<file path="src/inc/bridge_ctrl_defines.svh">
// offsets, field positions, reset values and timing counts of the bridge control registers
`ifndef BRIDGE_CTRL_DEFINES_SVH
`define BRIDGE_CTRL_DEFINES_SVH

`define CHIP_CONTROL_OFS 8'h40
`define DIAGNOSTIC_CONTROL_OFS 8'h41
`define POWER_DATA_BYTE_OFS 8'he3
`define CTRL_DWORD 6'h10
`define POWER_DWORD 6'h38

`define MEM_WR_DISC_BIT 1
`define PREFETCH_DIS_BIT 4
`define CHIP_RESET_BIT 8
`define TEST_MODE_LO 9
`define TEST_MODE_HI 10

`define MEM_WR_DISC_RST 1'b0
`define PREFETCH_DIS_RST 1'b0
`define TEST_MODE_RST 2'h0

`define CLOCK_PERIOD_NS 50
`define CHIP_RESET_NS 1000
`define CHIP_RESET_CYCLES ((`CHIP_RESET_NS + `CLOCK_PERIOD_NS - 1) / `CLOCK_PERIOD_NS)

`endif

</file>
<file path="src/inc/bridge_ctrl_pkg.sv">
// types shared by the bridge control register files
package bridge_ctrl_pkg;

  typedef struct packed {
    logic write;
    logic [5:0] dword;
    logic [3:0] be_l;
    logic [31:0] wdata;
  } cfg_req_s;

  typedef enum logic [1:0] {
    RD_MEM = 2'b00,
    RD_MEM_LINE = 2'b01,
    RD_MEM_MULT = 2'b10,
    RD_OTHER = 2'b11
  } read_cmd_e;

  typedef enum logic {
    SEQ_IDLE = 1'b0,
    SEQ_RESET = 1'b1
  } reset_state_e;

endpackage : bridge_ctrl_pkg

</file>
<file path="src/hw/chip_reset_seq.sv">
// chip reset sequencer: holds the internal reset for a fixed time
`include "bridge_ctrl_defines.svh"

module chip_reset_seq (
  // clock and reset
  input wire logic clock_i,
  input wire logic rst_i,
  // control
  input wire logic start_i,
  output logic busy_o
);

  localparam logic [7:0] LAST_COUNT = 8'(`CHIP_RESET_CYCLES - 1);

  bridge_ctrl_pkg::reset_state_e state_reg, state_next;
  logic [7:0] count_reg, count_next;
  logic busy_next;

  always_comb begin
    state_next = state_reg;
    count_next = count_reg;
    unique case (state_reg)
      bridge_ctrl_pkg::SEQ_IDLE: begin
        count_next = 8'h00;
        if (start_i) begin
          state_next = bridge_ctrl_pkg::SEQ_RESET;
        end
      end
      bridge_ctrl_pkg::SEQ_RESET: begin
        // a second start during the sequence is absorbed
        if (count_reg == LAST_COUNT) begin
          state_next = bridge_ctrl_pkg::SEQ_IDLE;
        end else begin
          count_next = count_reg + 8'h01;
        end
      end
    endcase
    busy_next = (state_next == bridge_ctrl_pkg::SEQ_RESET);
  end

  always_ff @(posedge clock_i) begin
    if (rst_i) begin
      state_reg <= bridge_ctrl_pkg::SEQ_IDLE;
      count_reg <= 8'h00;
      busy_o <= 1'b0;
    end else begin
      state_reg <= state_next;
      count_reg <= count_next;
      busy_o <= busy_next;
    end
  end

endmodule : chip_reset_seq

</file>
<file path="src/hw/bridge_chip_control_regs.sv">
// device-specific chip control and diagnostic control registers of the bridge
//
// Summary of operation
// - The top byte of the power management dword always reads zero.
// - Writes change only the bytes whose active-low byte enable is low.
// - Reserved fields and registers are read-only and read as zero.
// - With write disconnect control clear, memory writes disconnect only on queue full or a 4KB boundary.
// - With write disconnect control set, memory writes also disconnect at each cache line boundary.
// - With prefetch disable clear, upstream memory reads prefetch and byte enables are not forwarded.
// - With prefetch disable set, upstream memory reads fetch one dword and forward the read byte enables.
// - With prefetch disable set, the requesting master gets a target disconnect on the first data transfer.
// - Memory read line and memory read multiple remain prefetchable regardless of prefetch disable.
// - Writing one to the chip reset bit starts a chip reset; writing zero does nothing.
// - Setting chip reset also asserts secondary bus reset and sets the secondary reset bit.
// - The two-bit test mode selects which counter bytes are exercised: 00 all, 01 byte 1, 10 byte 2, 11 byte 0.
`include "bridge_ctrl_defines.svh"

module bridge_chip_control_regs (
  // clock and reset
  input wire logic clock_i,
  input wire logic rst_i,
  // configuration access
  input wire logic cfg_valid_i,
  input wire bridge_ctrl_pkg::cfg_req_s cfg_req_i,
  output logic cfg_ack_o,
  output logic [31:0] cfg_rdata_o,
  // target memory write
  input wire logic tw_active_i,
  input wire logic tw_queue_full_i,
  input wire logic [11:0] tw_addr_i,
  input wire logic [7:0] cache_line_dw_i,
  output logic tw_disconnect_o,
  // upstream memory read
  input wire logic ur_valid_i,
  input wire bridge_ctrl_pkg::read_cmd_e ur_cmd_i,
  output logic ur_prefetch_o,
  output logic ur_single_dword_o,
  output logic ur_forward_be_o,
  output logic ur_disconnect_first_o,
  // chip and secondary reset
  input wire logic sec_reset_clear_i,
  output logic chip_reset_o,
  output logic sec_rst_l_o,
  output logic sec_reset_bit_o,
  // counter test
  output logic [1:0] test_mode_o,
  output logic [2:0] counter_byte_en_o
);

  // register state
  logic mem_wr_disc_reg, mem_wr_disc_next;
  logic prefetch_dis_reg, prefetch_dis_next;
  logic [1:0] test_mode_reg, test_mode_next;
  logic sec_reset_reg, sec_reset_next;
  logic chip_start;
  logic chip_busy;
  logic ctrl_hit;
  logic ctrl_wr;

  assign ctrl_hit = cfg_req_i.dword == `CTRL_DWORD;
  assign ctrl_wr = cfg_valid_i && cfg_req_i.write && ctrl_hit;

  // sequencer runs the fixed-length internal reset
  chip_reset_seq u_chip_reset_seq (
    .clock_i(clock_i),
    .rst_i(rst_i),
    .start_i(chip_start),
    .busy_o(chip_busy)
  );

  always_comb begin
    mem_wr_disc_next = mem_wr_disc_reg;
    prefetch_dis_next = prefetch_dis_reg;
    test_mode_next = test_mode_reg;
    sec_reset_next = sec_reset_reg;
    chip_start = 1'b0;
    if (chip_busy) begin
      // configuration is held at its initial state while the chip resets
      mem_wr_disc_next = `MEM_WR_DISC_RST;
      prefetch_dis_next = `PREFETCH_DIS_RST;
      test_mode_next = `TEST_MODE_RST;
    end else if (ctrl_wr) begin
      // a start only counts while idle, so a repeat write cannot stretch the reset
      if (!cfg_req_i.be_l[0]) begin
        // bits 0, 3:2 and 7:5 are dropped silently
        mem_wr_disc_next = cfg_req_i.wdata[`MEM_WR_DISC_BIT];
        prefetch_dis_next = cfg_req_i.wdata[`PREFETCH_DIS_BIT];
      end
      if (!cfg_req_i.be_l[1]) begin
        test_mode_next = cfg_req_i.wdata[`TEST_MODE_HI:`TEST_MODE_LO];
        chip_start = cfg_req_i.wdata[`CHIP_RESET_BIT];
      end
    end
    // set wins over a clear arriving in the same cycle
    if (sec_reset_clear_i) begin
      sec_reset_next = 1'b0;
    end
    if (chip_start) begin
      sec_reset_next = 1'b1;
    end
  end

  always_ff @(posedge clock_i) begin
    if (rst_i) begin
      mem_wr_disc_reg <= `MEM_WR_DISC_RST;
      prefetch_dis_reg <= `PREFETCH_DIS_RST;
      test_mode_reg <= `TEST_MODE_RST;
      sec_reset_reg <= 1'b0;
    end else begin
      mem_wr_disc_reg <= mem_wr_disc_next;
      prefetch_dis_reg <= prefetch_dis_next;
      test_mode_reg <= test_mode_next;
      sec_reset_reg <= sec_reset_next;
    end
  end

  // read path and acknowledge
  logic cfg_ack_next;
  logic [31:0] cfg_rdata_next;

  always_comb begin
    cfg_ack_next = cfg_valid_i;
    cfg_rdata_next = 32'h0000_0000;
    if (cfg_valid_i && !cfg_req_i.write && ctrl_hit) begin
      cfg_rdata_next[`MEM_WR_DISC_BIT] = mem_wr_disc_reg;
      cfg_rdata_next[`PREFETCH_DIS_BIT] = prefetch_dis_reg;
      // reads one until the sequencer finishes
      cfg_rdata_next[`CHIP_RESET_BIT] = chip_busy;
      cfg_rdata_next[`TEST_MODE_HI:`TEST_MODE_LO] = test_mode_reg;
    end
    // byte enables do not trim reads; the whole dword returns
    // power dword: top data byte is never implemented, stays zero
  end

  always_ff @(posedge clock_i) begin
    if (rst_i) begin
      cfg_ack_o <= 1'b0;
      cfg_rdata_o <= 32'h0000_0000;
    end else begin
      cfg_ack_o <= cfg_ack_next;
      cfg_rdata_o <= cfg_rdata_next;
    end
  end

  // target write disconnect decision
  logic last_in_4k;
  logic last_in_line;
  logic [7:0] line_mask;
  logic tw_disconnect_next;

  always_comb begin
    // cache line size is assumed a power of two in dwords
    // other sizes give ragged disconnect points, never an error
    line_mask = cache_line_dw_i - 8'h01;
    last_in_4k = &tw_addr_i[11:2];
    last_in_line = (cache_line_dw_i != 8'h00) &&
      ((tw_addr_i[9:2] & line_mask) == line_mask);
    tw_disconnect_next = tw_active_i && !chip_busy &&
      (tw_queue_full_i || last_in_4k ||
      (mem_wr_disc_reg && last_in_line));
  end

  // upstream read prefetch policy
  // line and multiple reads keep prefetching so bulk moves stay fast
  logic prefetchable;
  logic ur_prefetch_next;
  logic ur_single_next;

  always_comb begin
    prefetchable = !prefetch_dis_reg ||
      (ur_cmd_i == bridge_ctrl_pkg::RD_MEM_LINE) ||
      (ur_cmd_i == bridge_ctrl_pkg::RD_MEM_MULT);
    ur_prefetch_next = ur_valid_i && !chip_busy && prefetchable;
    ur_single_next = ur_valid_i && !chip_busy && !prefetchable;
  end

  // counter byte select for chip test
  // decoded from the held mode, so it trails test_mode_o by one cycle
  logic [2:0] byte_en_next;

  always_comb begin
    unique case (test_mode_reg)
      2'h0: byte_en_next = 3'h7;
      2'h1: byte_en_next = 3'h2;
      2'h2: byte_en_next = 3'h4;
      2'h3: byte_en_next = 3'h1;
    endcase
  end

  // all block outputs come from flops so other logic sees no decode glitches
  always_ff @(posedge clock_i) begin
    if (rst_i) begin
      tw_disconnect_o <= 1'b0;
      ur_prefetch_o <= 1'b0;
      ur_single_dword_o <= 1'b0;
      ur_forward_be_o <= 1'b0;
      ur_disconnect_first_o <= 1'b0;
      chip_reset_o <= 1'b0;
      sec_rst_l_o <= 1'b1;
      sec_reset_bit_o <= 1'b0;
      test_mode_o <= `TEST_MODE_RST;
      counter_byte_en_o <= 3'h7;
    end else begin
      tw_disconnect_o <= tw_disconnect_next;
      ur_prefetch_o <= ur_prefetch_next;
      ur_single_dword_o <= ur_single_next;
      ur_forward_be_o <= ur_single_next;
      ur_disconnect_first_o <= ur_single_next;
      // buffers and both bus interfaces reset from this output
      chip_reset_o <= chip_busy;
      // taken from the next value so it falls with the start edge
      sec_rst_l_o <= !sec_reset_next;
      sec_reset_bit_o <= sec_reset_next;
      test_mode_o <= test_mode_next;
      counter_byte_en_o <= byte_en_next;
    end
  end

endmodule : bridge_chip_control_regs

</file>
<file path="config.mk">
export PLATFORM = sky130hd
export DESIGN_NAME = bridge_chip_control_regs
export DESIGN_NICKNAME = d
export VERILOG_FILES = /design/src/inc/bridge_ctrl_pkg.sv /design/src/hw/chip_reset_seq.sv /design/src/hw/bridge_chip_control_regs.sv
export VERILOG_INCLUDE_DIRS = /design/src /design/src/inc
export SDC_FILE = /design/constraint.sdc
export NUM_CORES = 1
export LEC_CHECK = 0
export BUFFER_PORTS_ARGS = -buffer_cell sky130_fd_sc_hd__buf_2
export CAP_MARGIN = 20
export CORE_ASPECT_RATIO = 0.75
export CORE_UTILIZATION = 30
export DETAILED_ROUTE_END_ITERATION = 10
export GPL_TIMING_DRIVEN = 1
export PLACE_DENSITY = 0.68
export SLEW_MARGIN = 0
export SYNTH_ARGS = -nofsm -noshare
export SYNTH_HDL_FRONTEND = slang
export SYNTH_SLANG_ARGS = --single-unit
</file>
<file path="constraint.sdc">
create_clock -name clock_i -period 2.7 [get_ports clock_i]
set_input_delay 0.405 -clock clock_i [delete_from_list [all_inputs] [get_ports clock_i]]
set_output_delay 0.405 -clock clock_i [all_outputs]
set_load 0.01 [all_outputs]
</file>
==> impl_metrics.yaml, run 1 <==
critical_path:
  cp_top_family: "simple AND/OR/NAND/NOR gates"
  slowest_delay_ns: 0.56
  crit_buf_inv: 1
  worstPathCellList: "buf_2 > or4_4 > nor4_1 > mux2_2 > o41ai_2"
  worstSetupStartpointType: "input port"
  cpMaxStageDelayCell: "or4_4"
  cp.required_ns: 2.87
  cp_max_fo: 4
  critPathArrivalTime_ns: 1.96
  criticalPathCategory: "in -> reg"
  critPathCaptureType: "register"
timing:
  setup_ws_ns: 0.918
  finalSetupViolCount: 0
  max_freq_mhz: 561
  fin_crit_ns: 1.78
  slew_viol_final: 0
  final_hold_viol_count: 0
  fin_crit_sh: 0.660
  setup_tns_ns: 0
  rsz0062_at_grt: "no"
  clock_skew_ns: 0.00138
grt:
  grt-ovfl-total: 0
  antenna_found_initial: 0
  gr-usage-met1: 0.161
  grt_use_total: 0.122
  grt.busiest_layer: "met2"
  grt_max_degree: 18
  grt_pass1_vias: 1150
  grt_pass1_wl_um: 5140
  use_met2: 0.198
  grt_util_met3: 0.0341
placed_design:
  place.gp.congestion: 0.843
  pre_cts_ws_ns: 0.628
  io_buffers: 59
  dp_cells: 279
  hpwl_um: 2490
  placed_cell_area_um2: 1760
pwr:
  total_power_uw: 762
  irDropWorstVdd_mv: 0.174
  leakagePower_nw: 0.845
  power_per_cell_area_nw_per_um2: 419
outcome:
  violations: "design-rule violations"
  outcome: "complete, but fails checks"
clock_network:
  hold_buffers: 0
  clk_latency_ns: 0.27
  cts_resized: 0
  cts_root_buffer: "clkbuf_8"
  path_clk_slew_ns: 0.09
  post_cts_buffers: 0
  cts_tree: "yes"
  cts_max_level: 1
  cts_made_buffers: 3
  cts_sinks: 28
  clockBufferDepth: 2
route:
  via_per_inst: 4.38
  wl_per_cell_um: 10.9
  drt-total-wl_um: 3090
  drtIter0Drc: 48
  detail-route-antenna-nets: 0
  drc: 12
  dr.pass1.iters: 7
  vias: 1239
layout:
  fin_cells: 283
  design_area_um2: 1820
  syn_to_final_growth_pct: 19.3
  final_nets: 301
  drive_gt1_frac: 0.314
  fillCellCount: 510
  layout_common_cells: "buf_2 (59), dfxtp_1 (28), conb_1 (27)"
  insertedDiodeCount: 0
  largest_reg_flops: 8
  layout_commonest_cell: "buf_2"
min_path:
  hold_path.class: "in -> reg"
flow_run:
  drv_cap: 0
floorplanning:
  die_height_um: 63.7
  num_rows: 22
  core_um2: 4900
  start_util: 0.311
  die-area_um2: 5370
  ios: 118
  die_x_um: 84.3
logic_synthesis:
  avgSynthCellArea_um2: 9.23
  syn-cell-area_um2: 1520
  async_reset_ff_frac: 0
  syn_inst: 165
  synth_edf_count: 0
  yosysWarningCount: 0
  synth-seq-area-share: 0.368
  synth-main-ff-cell: "dfxtp_1"
  ys_types: 43
  yosys_register_bits: 28
==> worst reg2reg max path: stages (launching register included) <==
cell and delay, ns:
dfxtp_1 0.39, ha_1 0.25, nor4b_1 0.37, nand2_1 0.20, xnor2_1 0.17, nor2_1 0.06
==> Yosys cell counts (all sizes together) (2+ instances only) <==
cell type	instances	area, um^2
a21oi	7	35.0
inv	6	22.5
ha	5	62.6
nand2	7	26.3
or3b	2	20.0
a21o	2	15.0
mux2i	4	40.0
and2	3	18.8
nor4b	3	41.3
and3	2	12.5
nand4b	2	17.5
nor2	9	33.8
dfxtp	28	561
xor2	4	35.0
nor3b	3	22.5
buf	30	229
nand4	2	12.5
nor4	3	18.8
clkbuf	2	7.51
nand3	5	25.0
nor2b	2	12.5
nand2b	3	18.8
or3	4	25.0
xnor2	4	35.0
nor3	6	30.0
o31ai	2	15.0
o21ai	2	10.0
==> final cells by class <==
class / count / area (um^2) / area share
multi-input combinational: 125 / 801 / 0.441
sequential: 28 / 561 / 0.309
timing repair buffer: 60 / 303 / 0.167
tap: 60 / 75.1 / 0.0413
clock buffer: 4 / 55.1 / 0.0303
inverter: 6 / 22.5 / 0.0124
==> metrics by stage <==
| step | hold slack [ns] | utilization |
|---|---|---|
| 2_1_floorplan | 0.437 | - |
| 3_3_place_gp | 0.472 | 0.360 |
| 3_5_place_dp | 0.483 | 0.360 |
| 4_1_cts | 0.340 | 0.371 |
| 5_1_grt | 0.364 | 0.371 |
| 6_report | 0.347 | 0.371 |
==> logic make-up after synthesis <==
group                      share of synthesized area
and+or+nand+nor                                0.244
buffers and inverters                          0.170
DFF                                            0.368
AOI/OAI and AO/OA                             0.0945
xor gates and xnor gates                      0.0460
adders and majority gates                     0.0411
muxes                                         0.0337
other                                        0.00246
==> worst paths after layout <==
check                                start                             to  slack [ns]  depth (start not counted)
max                     cache_line_dw_i[1]                tw_disconnect_o        0.92                          5
min                          cfg_req_i[42]                cfg_rdata_o[10]        0.35                          2
max reg2reg  u_chip_reset_seq.count_reg[0]  u_chip_reset_seq.count_reg[0]        1.14                          5
min reg2reg  u_chip_reset_seq.count_reg[1]  u_chip_reset_seq.count_reg[1]        0.50                          2
==> power by group <==
part | internal [mW] | leakage (nW) | switching (mW) | total [mW]
Sequential | 0.415 | 0.226 | 0.000485 | 0.415
Clock | 0.130 | 0.0288 | 0.126 | 0.256
Combinational | 0.0380 | 0.590 | 0.0520 | 0.0900
==> per-layer routing <==
metal / vias up / share of wire
met5: - / 0
met4: 0 / 0.0058
met3: 2 / 0.064
met2: 44 / 0.44
met1: 561 / 0.48
li1: 632 / -
Power figures use the tool's default switching activity.
==> run 2: changes to the inputs <==
PLACE_DENSITY = 0.7   (was 0.68)
clock period = 1.5 ns   (was 2.7 ns; I/O delays follow)
==> run 2 against run 1 <==
  * The run still ends with design-rule violations left
  * Register-to-register slack worse by 1.1 ns
  * Critical endpoint unchanged
  * Combinational power is 110% higher
  * Cell area increased by 7.9%
  * Global-route usage is 0.22 points lower
  * Sequential power rose by 80%
  * Utilization rose by 2.9 points
  * First-iteration DRC count decreased by 10%
  * Cell count is 4.2% higher
  * Clock power is 130% higher
  * Worst hold slack got worse by 0.18 ns
  * Die area unchanged
==> impl_metrics.yaml, run 2 (synthesis results as in run 1) <==
outcome:
  outcome: "complete, but fails checks"
  violations: "design-rule violations"
floorplanning:
  num_rows: 22
  start_util: 0.311
  ios: 118
  die_height_um: 63.7
  core_um2: 4900
  die_x_um: 84.3
  die-area_um2: 5370
layout:
  final_nets: 313
  syn_to_final_growth_pct: 28.7
  insertedDiodeCount: 0
  fin_cells: 295
  layout_common_cells: "buf_2 (58), conb_1 (27), dfxtp_1 (27)"
  drive_gt1_frac: 0.366
  fillCellCount: 506
  largest_reg_flops: 8
  layout_commonest_cell: "buf_2"
critical_path:
  worst-path-stages: 6
  cp.required_ns: 1.66
  critPathCaptureType: "register"
  cp_max_fo: 3
  worstSetupStartpointType: "input port"
  ff2ff_path_depth: 4
  reg2reg_slack_ns: 0.06
  criticalPathCategory: "in -> reg"
  critPathArrivalTime_ns: 1.62
  worstPathCellList: "buf_6 > or4_4 > buf_4 > or3_1 > a21oi_1 > o41ai_2"
  cpMaxStageDelayCell: "or4_4"
  r2r-end: "tw_disconnect_o"
  crit_buf_inv: 2
  reg2reg_from: "u_chip_reset_seq.state_reg"
  cp_top_family: "simple AND/OR/NAND/NOR gates"
  slowest_delay_ns: 0.55
timing:
  finalSetupViolCount: 0
  rsz0062_at_grt: "yes"
  whs_ns: 0.167
  fin_crit_ns: 1.46
  fin_crit_sh: 0.975
  slew_viol_final: 0
  clock_skew_ns: 0.00721
  final_hold_viol_count: 0
  max_freq_mhz: 684
  setup_tns_ns: 0
placed_design:
  place.gp.congestion: 0.841
  hpwl_um: 2690
  io_buffers: 59
  dp_cells: 291
route:
  dr.pass1.iters: 7
  via_per_inst: 4.28
  wl_per_cell_um: 11.0
  drt-total-wl_um: 3240
  drc: 9
  vias: 1263
  drtIter0Drc: 43
  detail-route-antenna-nets: 0
clock_network:
  cts_made_buffers: 3
  hold_buffers: 0
  cts_sinks: 28
  clk_latency_ns: 0.27
  path_clk_slew_ns: 0.10
  cts_max_level: 1
  cts_tree: "yes"
  cts_root_buffer: "clkbuf_8"
  clockBufferDepth: 2
min_path:
  min_to: "cfg_rdata_o[10]"
  hp-start: "cfg_req_i[42]"
  min_path_cells: 2
  hold_path.class: "in -> reg"
grt:
  grt_use_total: 0.119
  grt_pass1_vias: 1105
  grt_pass1_wl_um: 5090
  grt-ovfl-total: 0
  grt_max_degree: 17
  antenna_found_initial: 0
pwr:
  irDropWorstVdd_mv: 0.408
  total_power_mw: 1.52
  leakagePower_nw: 0.920
  power_per_cell_area_nw_per_um2: 777
flow_run:
  drv_cap: 0
-- run 2: changes by cell type in the layout (fill, tap and decap cells not counted), sizes merged --
cell,previous run,this run
bufinv,0,1
clkbuf,4,3
buf,60,72
-- run 2: worst max path at each step --
stage	slack, ns	to	from
after detailed placement	-0.28	tw_disconnect_o	cache_line_dw_i[1]
final	0.04	tw_disconnect_o	cache_line_dw_i[1]
after CTS	-0.005	tw_disconnect_o	cache_line_dw_i[1]
after global placement	-0.24	tw_disconnect_o	cache_line_dw_i[1]
after global routing	-0.01	tw_disconnect_o	u_chip_reset_seq.state_reg
after floorplan	-0.10	tw_disconnect_o	cache_line_dw_i[1]
-- run 2: area by class of cell --
| class | instances | area (um^2) | area share |
|---|---|---|---|
| clock buffer | 3 | 41.3 | 0.0211 |
| clock inverter | 1 | 30.0 | 0.0153 |
| inverter | 6 | 22.5 | 0.0115 |
| multi-input combinational | 125 | 830 | 0.423 |
| sequential | 28 | 562 | 0.287 |
| tap | 60 | 75.1 | 0.0383 |
| timing repair buffer | 72 | 399 | 0.204 |
-- run 2: power breakdown --
group | internal (mW) | switching [mW] | total, mW | leakage [nW]
registers | 0.747 | 0.00118 | 0.748 | 0.227
clock network | 0.357 | 0.230 | 0.588 | 0.0357
logic | 0.0851 | 0.101 | 0.186 | 0.657
-- run 2: worst register-to-register path, delay by kind of cell (launching register included) --
family / cells / cell delay [ns]
AOI/OAI and AO/OA: 3 / 0.64
and+or+nand+nor: 1 / 0.38
DFF: 1 / 0.33
-- run 2: stage by stage --
stage | setup slack [ns] | instance area (um^2) | utilization
after CTS | -0.00456 | 1940 | 0.395
after detailed placement | -0.279 | 1860 | 0.379
after global placement | -0.240 | 1860 | 0.379
final | 0.0375 | 1960 | 0.400
after floorplan | -0.102 | 1630 | -
after global routing | -0.0117 | 1960 | 0.400
-- run 2: what timing repair did --
action | in CTS | in global routing
gates resized for setup | 1 | 5
endpoints found under the setup margin | 1 | 5
endpoints found under the hold margin | 0 | 0
pin swaps | 2 | 4
setup buffers | 0 | 0
gates cloned | 0 | 0
-- run 2: per-layer routing --
layer  share of wire  routed length [um]  global-route usage  vias to the layer above
met5               0                   0                   0                        -
met4          0.0025                   8              0.0216                        0
met3           0.079                 257              0.0446                        2
met2            0.44                1410               0.182                       43
met1            0.48                1560               0.162                      562
li1                -                   -                   -                      656
==> run 3: changes to the inputs <==
SETUP_SLACK_MARGIN = 0.3   (was not set)
==> run 3 against run 2 <==
  * The run still ends with design-rule violations left
  * First-iteration DRC count increased by 70%
  * Wire length grew 3.1%
  * Die area unchanged
  * Non-clock buffer count is 1 higher
  * Critical path depth shrank 1
  * Utilization is 0.72 points higher
  * Critical endpoint unchanged
==> impl_metrics.yaml, run 3 (synthesis results as in run 1) <==
outcome:
  outcome: "complete, but fails checks"
  violations: "design-rule violations"
timing:
  setup_ws_ns: 0.0231
  fin_crit_ns: 1.48
  rsz0062_at_grt: "yes"
  finalSetupViolCount: 0
  final_hold_viol_count: 0
  clock_skew_ns: 0.00487
  max_freq_mhz: 677
  slew_viol_final: 0
  fin_crit_sh: 0.985
critical_path:
  crit_buf_inv: 1
  cp_max_fo: 3
  worstPathCellList: "buf_2 > or4_4 > nor4_4 > mux2_2 > o41ai_2"
  worst-path-stages: 5
  ff2ff_path_depth: 4
  cpMaxStageDelayCell: "or4_4"
  cp_top_family: "simple AND/OR/NAND/NOR gates"
  critPathArrivalTime_ns: 1.66
  worstSetupStartpointType: "input port"
  cp.required_ns: 1.68
  criticalPathCategory: "in -> reg"
  critPathCaptureType: "register"
  slowest_delay_ns: 0.55
clock_network:
  hold_buffers: 0
  path_clk_slew_ns: 0.09
  cts_root_buffer: "clkbuf_8"
  cts_max_level: 1
  cts_tree: "yes"
  clockBufferDepth: 2
  cts_made_buffers: 3
  cts_sinks: 28
  clk_latency_ns: 0.27
layout:
  layout_commonest_cell: "buf_2"
  final_nets: 314
  drive_gt1_frac: 0.434
  fillCellCount: 510
  largest_reg_flops: 8
  fin_util: 0.407
  syn_to_final_growth_pct: 31.0
  layout_common_cells: "buf_2 (59), conb_1 (27), dfxtp_1 (22)"
  insertedDiodeCount: 0
grt:
  grt_pass1_vias: 1214
  antenna_found_initial: 0
  grt_max_degree: 17
  grt_use_total: 0.128
  grt_pass1_wl_um: 5440
  grt-ovfl-total: 0
pwr:
  irDropWorstVdd_mv: 0.379
  total_power_mw: 1.32
  power_per_cell_area_nw_per_um2: 662
  leakagePower_nw: 0.927
floorplanning:
  core_um2: 4900
  die-area_um2: 5370
  num_rows: 22
  ios: 118
  start_util: 0.311
  die_height_um: 63.7
  die_x_um: 84.3
route:
  detail-route-antenna-nets: 0
  dr.pass1.iters: 9
  drc: 10
  via_per_inst: 4.38
  drtIter0Drc: 73
  vias: 1291
  drt-total-wl_um: 3340
  wl_per_cell_um: 11.3
placed_design:
  io_buffers: 59
  pre_cts_ws_ns: -0.261
  place.gp.congestion: 0.797
  hpwl_um: 2620
flow_run:
  drv_cap: 0
min_path:
  min_path_cells: 2
  hold_path.class: "in -> reg"
==> run 3: cell type report <==
cell class / instances / area (um^2) / area share
multi-input cells: 125 / 885 / 0.444
flip-flops and latches: 28 / 571 / 0.286
inverters: 6 / 22.5 / 0.0113
well taps: 60 / 75.1 / 0.0376
clock buffers: 3 / 41.3 / 0.0207
repair buffers: 73 / 400 / 0.201
==> run 3: routing by layer <==
layer | routed length, um | vias to the layer above | track usage | share of wire
met5 | 0 | - | 0 | 0
met4 | 18 | 0 | 0.0302 | 0.0054
met3 | 176 | 2 | 0.0301 | 0.053
met2 | 1540 | 46 | 0.214 | 0.46
met1 | 1600 | 583 | 0.166 | 0.48
li1 | - | 660 | - | -
==> run 3: what timing repair did <==
item,in CTS,in global routing
setup endpoints to repair,6,10
gates resized for setup,6,14
pin swaps,4,8
gates cloned,0,0
buffers inserted,4,0
==> run 3: path summary, 6_finish.rpt <==
path                                                 start                    end  slack, ns
worst max-delay path                    cache_line_dw_i[1]        tw_disconnect_o       0.02
worst min-delay path                         cfg_req_i[42]        cfg_rdata_o[10]       0.18
worst max register to register  u_chip_reset_seq.state_reg        tw_disconnect_o       0.05
worst min register to register            prefetch_dis_reg  ur_disconnect_first_o       0.48
==> run 3: through the flow <==
stage | cells | hold WS, ns | TNS (ns) | instance area, um^2
global placement | 288 | 0.457 | -0.283 | 1850
CTS | 295 | 0.172 | 0 | 1950
finish | 295 | 0.178 | 0 | 1990
detailed placement | 288 | 0.462 | -0.299 | 1850
global route | 295 | 0.180 | 0 | 1990
floorplan | 191 | 0.297 | -0.102 | 1640
==> run 3: power by group <==
group          internal [mW]  switching [mW]  leakage (nW)
registers              0.745         0.00138         0.230
logic                 0.0816           0.100         0.676
clock network          0.180           0.213        0.0216
